<file path="config.mk">
export PLATFORM = sky130hd
export DESIGN_NAME = tcmcc_top
export DESIGN_NICKNAME = d
export VERILOG_FILES = /design/src/tcmcc_pkg.sv /design/src/tcmcc_top.sv /design/src/tcmcc_result_mem.sv
export VERILOG_INCLUDE_DIRS = /design/src
export SDC_FILE = /design/constraint.sdc
export NUM_CORES = 1
export LEC_CHECK = 0
export BUFFER_PORTS_ARGS = -buffer_cell sky130_fd_sc_hd__buf_2
export CAP_MARGIN = 20
export CORE_MARGIN = 8
export CORE_UTILIZATION = 63
export CTS_BUF_LIST = sky130_fd_sc_hd__clkbuf_4 sky130_fd_sc_hd__clkbuf_8
export DETAILED_ROUTE_END_ITERATION = 7
export GPL_TIMING_DRIVEN = 0
export PLACE_DENSITY_LB_ADDON = 0.08
export RECOVER_POWER = 100
export SETUP_SLACK_MARGIN = 0.05
export SLEW_MARGIN = 30
export SYNTH_ARGS = -nofsm -noshare
export SYNTH_HDL_FRONTEND = slang
export SYNTH_SLANG_ARGS = --single-unit
</file>
<file path="constraint.sdc">
create_clock -name mclk -period 4.28 [get_ports mclk]
set_clock_uncertainty 0.1 [all_clocks]
set_input_delay 0.428 -clock mclk [delete_from_list [all_inputs] [get_ports mclk]]
set_output_delay 0.428 -clock mclk [all_outputs]
set_load 0.01 [all_outputs]
</file>
<file path="src/tcmcc_params.svh">
// constants for the monitor conversion-control block
// Contract
// [RL1] averaging field bits 11:9 picks 1 to 1024 samples, resets to one
// [RL2] bus conversion time field bits 8:6 picks 140 us to 8.244 ms
// [RL3] shunt conversion time field bits 5:3, same times, resets to 1.1 ms
// [RL4] mode bits 2:0: 0/4 power-down, 1-3 triggered, 5-7 continuous
// [RL5] mode field resets to continuous shunt and bus
// [RL6] reading the configuration word changes nothing and disturbs nothing
// [RL7] configuration write halts conversion, then restarts with new settings
// [RL8] only enabled channels take part in the measurement sequence
// [RL9] channel 1 shunt at 01h, channel 2 shunt at 03h, read-only
// [RL10] result is sign at 15, magnitude 14:3, low three bits zero
// [RL11] negative results are two's complement with sign extended
// [RL12] channel 1 bus reading at 02h, same signed layout
// [RL13] bits 14:12 enable channels one to three, all on after reset
// [RL14] writing bit 15 resets everything to defaults and self-clears
// [RL15] triggered runs one sequence per write; power-down starts nothing
// [RL16] results read zero after reset, update only on finished average
`ifndef TCMCC_PARAMS_SVH
`define TCMCC_PARAMS_SVH
`define TCMCC_OFF_CFG 8'h00
`define TCMCC_OFF_SH1 8'h01
`define TCMCC_OFF_BUS1 8'h02
`define TCMCC_OFF_SH2 8'h03
`define TCMCC_CFG_RESET 16'h7127
`define TCMCC_RES_RESET 16'h0000
`define TCMCC_RST_BIT 15
`define TCMCC_CHANNEL_ON_BITS_LO 12
`define TCMCC_AVG_LO 9
`define TCMCC_BCT_LO 6
`define TCMCC_SCT_LO 3
`define TCMCC_MODE_LO 0
`define TCMCC_SLOTS 6
`define TCMCC_CLK_NS 25
`define TCMCC_CT0_NS 140000
`define TCMCC_CT1_NS 204000
`define TCMCC_CT2_NS 332000
`define TCMCC_CT3_NS 588000
`define TCMCC_CT4_NS 1100000
`define TCMCC_CT5_NS 2116000
`define TCMCC_CT6_NS 4156000
`define TCMCC_CT7_NS 8244000
`endif

</file>
<file path="src/tcmcc_pkg.sv">
// types shared by the monitor conversion-control block
package tcmcc_pkg;
  typedef struct packed {
    logic rst;
    logic [2:0] channelOnBits;
    logic [2:0] sampleAverageCount;
    logic [2:0] busConversionTime;
    logic [2:0] shuntConversionTime;
    logic opSelectBit2;
    logic opSelectBit1;
    logic opSelectBit0;
  } tcmcc_cfg_t;

  typedef struct packed {
    logic wr;
    logic rd;
    logic [7:0] addr;
    logic [15:0] wdata;
  } tcmcc_reg_req_t;

  typedef struct packed {
    logic [1:0] chan;
    logic isBus;
  } tcmcc_adc_sel_t;

  typedef enum logic [2:0] {
    ST_IDLE = 3'b001,
    ST_CONV = 3'b010,
    ST_STORE = 3'b100
  } tcmcc_state_t;
endpackage : tcmcc_pkg

</file>
<file path="src/tcmcc_top.sv">
// conversion sequencer, configuration word and result registers
`include "tcmcc_params.svh"
module tcmcc_top #(
  parameter logic [7:0][18:0] CONV_CYC = {
    19'(`TCMCC_CT7_NS / `TCMCC_CLK_NS),
    19'(`TCMCC_CT6_NS / `TCMCC_CLK_NS),
    19'(`TCMCC_CT5_NS / `TCMCC_CLK_NS),
    19'(`TCMCC_CT4_NS / `TCMCC_CLK_NS),
    19'(`TCMCC_CT3_NS / `TCMCC_CLK_NS),
    19'(`TCMCC_CT2_NS / `TCMCC_CLK_NS),
    19'(`TCMCC_CT1_NS / `TCMCC_CLK_NS),
    19'(`TCMCC_CT0_NS / `TCMCC_CLK_NS)
  }
) (
  input wire logic mclk, // 40 MHz clock
  input wire logic rst_b, // synchronous reset, active low
  input wire tcmcc_pkg::tcmcc_reg_req_t regReq, // register access strobe
  input wire logic wrSeqBusy, // serial write sequence in flight
  input wire logic signed [12:0] adcSample, // converter sample
  output logic [15:0] regRdData, // read word
  output logic regRdValid, // read word valid pulse
  output logic adcConv, // conversion running
  output tcmcc_pkg::tcmcc_adc_sel_t adcSel // converter input select
);
  import tcmcc_pkg::*;

  tcmcc_cfg_t cfg_r, cfg_nxt;
  tcmcc_state_t state_r, state_nxt;
  logic [2:0] slot_r, slot_nxt;
  logic [18:0] cnt_r, cnt_nxt;
  logic [9:0] smp_r, smp_nxt;
  logic signed [23:0] acc_r, acc_nxt;
  logic trigPend_r, trigPend_nxt;
  logic rdPend_r;
  logic [1:0] rdSel_r;
  logic [15:0] cfgSnap_r;
  logic [15:0] regRdData_r;
  logic regRdValid_r;
  logic adcConv_r;
  tcmcc_adc_sel_t adcSel_r;
  logic [15:0] memRdata;

  // slot = channel * 2 + quantity, quantity 1 is bus
  function automatic logic slotOn(input tcmcc_cfg_t c, input logic [2:0] s);
    logic chOn;
    logic qOn;
    chOn = 1'b0;
    case (s[2:1])
      2'h0: chOn = c.channelOnBits[2];
      2'h1: chOn = c.channelOnBits[1];
      2'h2: chOn = c.channelOnBits[0];
      default: chOn = 1'b0;
    endcase
    qOn = s[0] ? c.opSelectBit1 : c.opSelectBit0;
    return chOn && qOn;
  endfunction : slotOn

  // lowest enabled slot at or above the start, with a found flag on top
  function automatic logic [3:0] nextOn(input tcmcc_cfg_t c,
                                        input logic [3:0] from);
    logic [3:0] r;
    r = 4'h0;
    for (int i = `TCMCC_SLOTS - 1; i >= 0; i--) begin
      if (4'(i) >= from && slotOn(c, 3'(i))) begin
        r = {1'b1, 3'(i)};
      end
    end
    return r;
  endfunction : nextOn

  function automatic logic [3:0] avgShift(input logic [2:0] code);
    logic [3:0] s;
    case (code)
      3'h0: s = 4'h0;
      3'h1: s = 4'h2;
      3'h2: s = 4'h4;
      3'h3: s = 4'h6;
      3'h4: s = 4'h7;
      3'h5: s = 4'h8;
      3'h6: s = 4'h9;
      default: s = 4'ha;
    endcase
    return s;
  endfunction : avgShift

  // register decode
  wire cfgHit = regReq.addr == `TCMCC_OFF_CFG;
  wire cfgWr = regReq.wr && cfgHit;
  wire softRst = cfgWr && regReq.wdata[`TCMCC_RST_BIT];
  wire abort = cfgWr || wrSeqBusy;
  wire resHit = regReq.addr == `TCMCC_OFF_SH1 ||
                regReq.addr == `TCMCC_OFF_BUS1 ||
                regReq.addr == `TCMCC_OFF_SH2;
  wire [2:0] rdSlot = regReq.addr[2:0] - 3'h1;
  wire [1:0] rdSelNxt = cfgHit ? 2'h1 : (resHit ? 2'h2 : 2'h0);
  wire memClr = !rst_b || softRst;

  // sequencing decode
  wire runMode = cfg_r.opSelectBit1 || cfg_r.opSelectBit0;
  wire contMode = cfg_r.opSelectBit2;
  wire [3:0] firstHit = nextOn(cfg_r, 4'h0);
  wire [3:0] laterHit = nextOn(cfg_r, {1'b0, slot_r} + 4'h1);
  wire [3:0] shift = avgShift(cfg_r.sampleAverageCount);
  wire [9:0] smpLast = 10'((11'h1 << shift) - 11'h1);
  wire [2:0] ctSel = slot_r[0] ? cfg_r.busConversionTime :
                     cfg_r.shuntConversionTime;
  wire [18:0] convCyc = CONV_CYC[ctSel];
  wire convEnd = cnt_r == convCyc - 19'h1;
  wire signed [23:0] accSum = acc_r + {{11{adcSample[12]}}, adcSample};
  wire signed [23:0] avgFull = acc_r >>> shift;
  wire [15:0] resWord = {avgFull[12:0], 3'h0};
  wire memWe = state_r == ST_STORE && !abort;
  wire startOk = state_r == ST_IDLE && !abort && runMode &&
                 (contMode || trigPend_r) && firstHit[3];

  always_comb begin
    cfg_nxt = cfg_r;
    if (softRst) begin
      cfg_nxt = tcmcc_cfg_t'(`TCMCC_CFG_RESET); // RL14
    end else if (cfgWr) begin
      cfg_nxt = tcmcc_cfg_t'(regReq.wdata); // RL1 RL2 RL3 RL4 RL13
      cfg_nxt.rst = 1'b0; // RL14
    end
  end

  always_comb begin
    state_nxt = state_r;
    slot_nxt = slot_r;
    cnt_nxt = cnt_r;
    smp_nxt = smp_r;
    acc_nxt = acc_r;
    trigPend_nxt = trigPend_r;
    case (state_r)
      ST_IDLE: begin
        if (startOk) begin
          state_nxt = ST_CONV; // RL15
          slot_nxt = firstHit[2:0]; // RL8
          cnt_nxt = 19'h0;
          smp_nxt = 10'h0;
          acc_nxt = 24'h0;
          trigPend_nxt = 1'b0;
        end
      end
      ST_CONV: begin
        if (convEnd) begin
          cnt_nxt = 19'h0; // RL2 RL3
          acc_nxt = accSum; // RL11
          if (smp_r == smpLast) begin
            state_nxt = ST_STORE; // RL1
          end else begin
            smp_nxt = smp_r + 10'h1;
          end
        end else begin
          cnt_nxt = cnt_r + 19'h1;
        end
      end
      ST_STORE: begin
        if (laterHit[3]) begin
          state_nxt = ST_CONV; // RL8
          slot_nxt = laterHit[2:0];
          smp_nxt = 10'h0;
          acc_nxt = 24'h0;
        end else begin
          state_nxt = ST_IDLE; // RL15
        end
      end
      default: begin
        state_nxt = ST_IDLE;
      end
    endcase
    if (abort) begin
      state_nxt = ST_IDLE; // RL7
      cnt_nxt = 19'h0;
      smp_nxt = 10'h0;
      acc_nxt = 24'h0;
    end
    if (cfgWr) begin
      trigPend_nxt = !softRst; // RL7
    end
  end

  always_ff @(posedge mclk) begin
    if (!rst_b) begin
      cfg_r <= tcmcc_cfg_t'(`TCMCC_CFG_RESET); // RL5 RL13
      state_r <= ST_IDLE;
      slot_r <= 3'h0;
      cnt_r <= 19'h0;
      smp_r <= 10'h0;
      acc_r <= 24'h0;
      trigPend_r <= 1'b0;
      adcConv_r <= 1'b0;
      adcSel_r <= '0;
    end else begin
      cfg_r <= cfg_nxt;
      state_r <= state_nxt;
      slot_r <= slot_nxt;
      cnt_r <= cnt_nxt;
      smp_r <= smp_nxt;
      acc_r <= acc_nxt;
      trigPend_r <= trigPend_nxt;
      adcConv_r <= state_nxt == ST_CONV;
      adcSel_r <= {slot_nxt[2:1], slot_nxt[0]};
    end
  end

  // read pipeline: snapshot at request, word out two edges later
  always_ff @(posedge mclk) begin
    if (!rst_b) begin
      rdPend_r <= 1'b0;
      rdSel_r <= 2'h0;
      cfgSnap_r <= 16'h0000;
      regRdData_r <= 16'h0000;
      regRdValid_r <= 1'b0;
    end else begin
      rdPend_r <= regReq.rd;
      rdSel_r <= rdSelNxt;
      cfgSnap_r <= cfg_r; // RL6
      regRdValid_r <= rdPend_r;
      if (rdPend_r) begin
        regRdData_r <= rdSel_r == 2'h1 ? cfgSnap_r :
                       (rdSel_r == 2'h2 ? memRdata : 16'h0000);
      end
    end
  end

  // results: 01h ch1 shunt, 02h ch1 bus, 03h ch2 shunt
  tcmcc_result_mem u_mem (
    .clk(mclk),
    .clr(memClr),
    .we(memWe), // RL16
    .waddr(slot_r), // RL9 RL12
    .wdata(resWord), // RL10
    .raddr(rdSlot),
    .rdata(memRdata)
  );

  assign regRdData = regRdData_r;
  assign regRdValid = regRdValid_r;
  assign adcConv = adcConv_r;
  assign adcSel = adcSel_r;
endmodule : tcmcc_top

</file>
<file path="src/tcmcc_result_mem.sv">
// result word store, one word per channel and quantity
`include "tcmcc_params.svh"
module tcmcc_result_mem (
  input wire logic clk, // clock
  input wire logic clr, // synchronous clear of all words
  input wire logic we, // write strobe
  input wire logic [2:0] waddr, // write slot
  input wire logic [15:0] wdata, // write word
  input wire logic [2:0] raddr, // read slot
  output logic [15:0] rdata // registered read word
);
  logic [15:0] mem_r [`TCMCC_SLOTS];
  logic [15:0] rdata_r;
  wire inRange = raddr < 3'(`TCMCC_SLOTS);

  always_ff @(posedge clk) begin
    if (clr) begin
      for (int i = 0; i < `TCMCC_SLOTS; i++) begin
        mem_r[i] <= `TCMCC_RES_RESET; // RL16
      end
    end else if (we && waddr < 3'(`TCMCC_SLOTS)) begin
      mem_r[waddr] <= wdata;
    end
  end

  always_ff @(posedge clk) begin
    if (clr || !inRange) begin
      rdata_r <= `TCMCC_RES_RESET;
    end else begin
      rdata_r <= mem_r[raddr];
    end
  end

  assign rdata = rdata_r;
endmodule : tcmcc_result_mem

</file>
==> out/summary.txt <==
Worst path max stage delay: 500 ps
Buffers on Ports: 62
CP required: 4360 ps
Final worst slack: 419 ps
Post-cts hold buffer count: 0
Synth Flop Type: dfxtp_1
TritonCTS clock tree: built
Slowest CP cell: nor4_1
Drt pass-1 iters: 5
Minimum clock period: 3860 ps
Total Wirelength: 28900 µm
FP Rows: 48
Clock Tree Buf Depth: 3
Number of remaining DRC errors: 0
Final Cell Area: 0.0123 mm²
Die ar.: 0.0220 mm²
Critical Path Fanout Max: 20
Hold Path Class: primary input to flop
Critical Path AT: 3940 ps
Status: complete, no violations
Post-Synthesis Cells: 1190
Setup Slack @ Placement: -728 ps
Final hold viol count: 0
Async S/R FF share, synth: 0%
Total grt overflow: 0
CP Capture Type: flop
Placed cell areas: 0.0117 mm²
Setup CP Type: primary input to flop
Top cells by area, synth: dfxtp_1, edfxtp_1, nand2_1
Most frequent cell after synthesis: nand2_1
Vias/cell: 6.18
Sequential element share of the synthesized area: 43.5%
Cell taking the most area after synthesis: dfxtp_1
Clock Sinks: 201
CP most frequent cell: clkbuf_1
Yosys cell types: 74
# fillers: 1359
Root Driver: clkbuf_8
Remaining antenna violation count: 0
Avg Synthesized Cell Area: 9.29 µm²
Tcrit/Tclk final: 90.2%
VDD IR max: 0.335 mV
Worst-path clk slew: 60 ps
WL per Instance: 18.8 µm
Final setup vio count: 0
Area Growth Syn to Fin: 11.1%
RSZ-0062 raised after global routing: no
Gr usage total: 25.9%
H-tree level count: 2
Worst setup SP type: primary input
Diode count: 0
CP bufs+invs: 7
EDFF count, synth: 78
Initial DRC count: 778
# IOs: 63
Slew @ Worst Pin: 1200 ps
Die Y: 148 µm
Post-Syn Area: 0.0111 mm²
Initial Utilization: 64.1%
Worst-Skew Late Latency: 530 ps
Via count: 9511
Vias in the first global route: 9208
Post-Syn Nets: 1268
Die width: 148 µm
Initial antenna violation count: 0
Crit-path cells: buf_2, inv_1, ha_1, nand2_1, nor4_1, buf_2, nand2_1, and2_0, clkbuf_1, clkbuf_1, o41ai_1, clkbuf_1, clkbuf_1
Synth warn: 0
Detail Placement HPWL: 21100 µm
Setup Buffers After CTS: 0
CORE AREA: 0.0172 mm²
Slew HR: 18.8%
Largest net degree at the start of global routing: 14
Post-synth top cells: nand2_1, dfxtp_1, nor2_1
PwrDens: 335 mW/mm²
Seq cells post-synth: 201
Layout Nets: 1367
Top cell type's share of synthesized area: 22.3%
Share of layout cells above drive strength 1: 11.9%
First-pass GRT wire length: 46500 µm
Fmax: 0.259 GHz
Leakage power: 0.00471 µW
Num CTS Buffers: 35
Final Wtd Congestion: 0.919
Maxcap violations: 0
Kind of cell adding the most delay to the critical path: buffers and inverters
Pins Over Slew Limit: 0
cells by family after synthesis:
family                   count (synthesis)  synth area share [%]
other                                    1                0.0339
buffers and inverters                   99                  3.76
XOR/XNOR                                24                  1.90
AO/OA/AOI/OAI                          275                  16.3
multiplexers                            67                  8.53
flip-flops                             201                  43.5
AND/OR/NAND/NOR                        487                  21.9
adder cells (fa/ha/maj)                 36                  4.14
sequential cells by signal, summed over array words and instances (netlist names), 2 cells and up:
| register | cells |
|---|---|
| u_mem.rdata | 13 |
| adcSel | 2 |
| acc_r | 23 |
| smp_r | 10 |
| u_mem.mem_r | 78 |
| cnt_r | 19 |
| state_r | 3 |
| rdSel_r | 2 |
| cfgSnap_r | 15 |
| regRdData | 16 |
| cfg_r | 14 |
worst register-to-register path, cell delays in order (launching register included):
cell	delay, ps
dfxtp_1	610
clkinv_1	410
o31ai_1	390
o221ai_1	140
a2111oi_0	540
a21o_1	220
buf_6	140
clkbuf_1	400
clkbuf_1	430
nand3_1	130
a21oi_1	190
cell usage in the layout, fill, tap and decap left out, types with 5 or more instances in the layout:
cell type,instances
o21ai_0,47
edfxtp_1,78
o211ai_1,22
and3_1,20
o21bai_1,5
a211oi_1,10
or3_1,12
xor2_1,11
buf_2,44
inv_1,28
a31oi_1,9
xnor2_1,13
mux4_2,20
or4_1,10
clkbuf_8,41
nand2b_1,12
a21o_1,12
a21oi_1,94
mux2i_1,29
nand3_1,77
nand4_1,9
nor2_1,98
nor4_1,5
a21boi_0,8
and2_0,9
nand2_1,147
a22oi_1,14
clkbuf_1,84
nor3_1,21
clkbuf_4,13
nor2b_1,17
dfxtp_1,123
o211a_1,13
o31ai_1,9
nor3b_1,10
ha_1,35
mux2_2,15
and2_1,15
path summary, 6_finish.rpt:
kind,cells after the start,slack [ps],from,to
max,13,420,regReq[16],u_mem.mem_r[5][3]
min reg2reg,2,370,acc_r[0],acc_r[0]
max reg2reg,10,480,slot_r[0],acc_r[2]
min,2,20,regReq[24],rdPend_r
what timing repair did:
| item | CTS | global route |
|---|---|---|
| gates cloned | 0 | 0 |
| hold endpoints to repair | 0 | 0 |
| setup endpoints to repair | 68 | 39 |
| resized for setup | 3 | 1 |
metrics by stage:
stage	TNS (ps)	hold WS [ps]	total power [µW]	utilization [%]	cells
2_1_floorplan	0	348	2280	-	1190
3_3_place_gp	-50350	356	2380	67.6	1477
3_5_place_dp	-53500	363	2390	67.7	1479
4_1_cts	0	7.92	4130	71.8	1539
5_1_grt	0	10.8	4240	71.3	1538
6_report	0	22.7	4110	71.3	1538
per-layer routing:
metal	GRT usage, %	wire length, µm	up-vias
met5	0	0	-
met4	8.62	675	0
met3	4.65	1850	55
met2	44.1	14000	350
met1	32.6	12400	4532
li1	-	-	4574
area by class of cell:
class,instances,area (µm²),area share [%]
Clock buffer,54,662,5.39
Buffer,68,283,2.30
Tap cell,225,282,2.29
Multi-Input combinational cell,890,5810,47.3
Clock inverter,7,40.0,0.326
Sequential cell,201,4800,39.1
Inverter,29,109,0.886
Timing Repair Buffer,64,290,2.36
power breakdown:
group          internal (µW)  leakage [µW]  total (µW)  switching [µW]
sequential              2050       0.00175        2070            22.3
clock                    986      0.000376        1770             780
combinational            101       0.00258         279             178
Note: power is estimated with default switching activity, not from simulation.
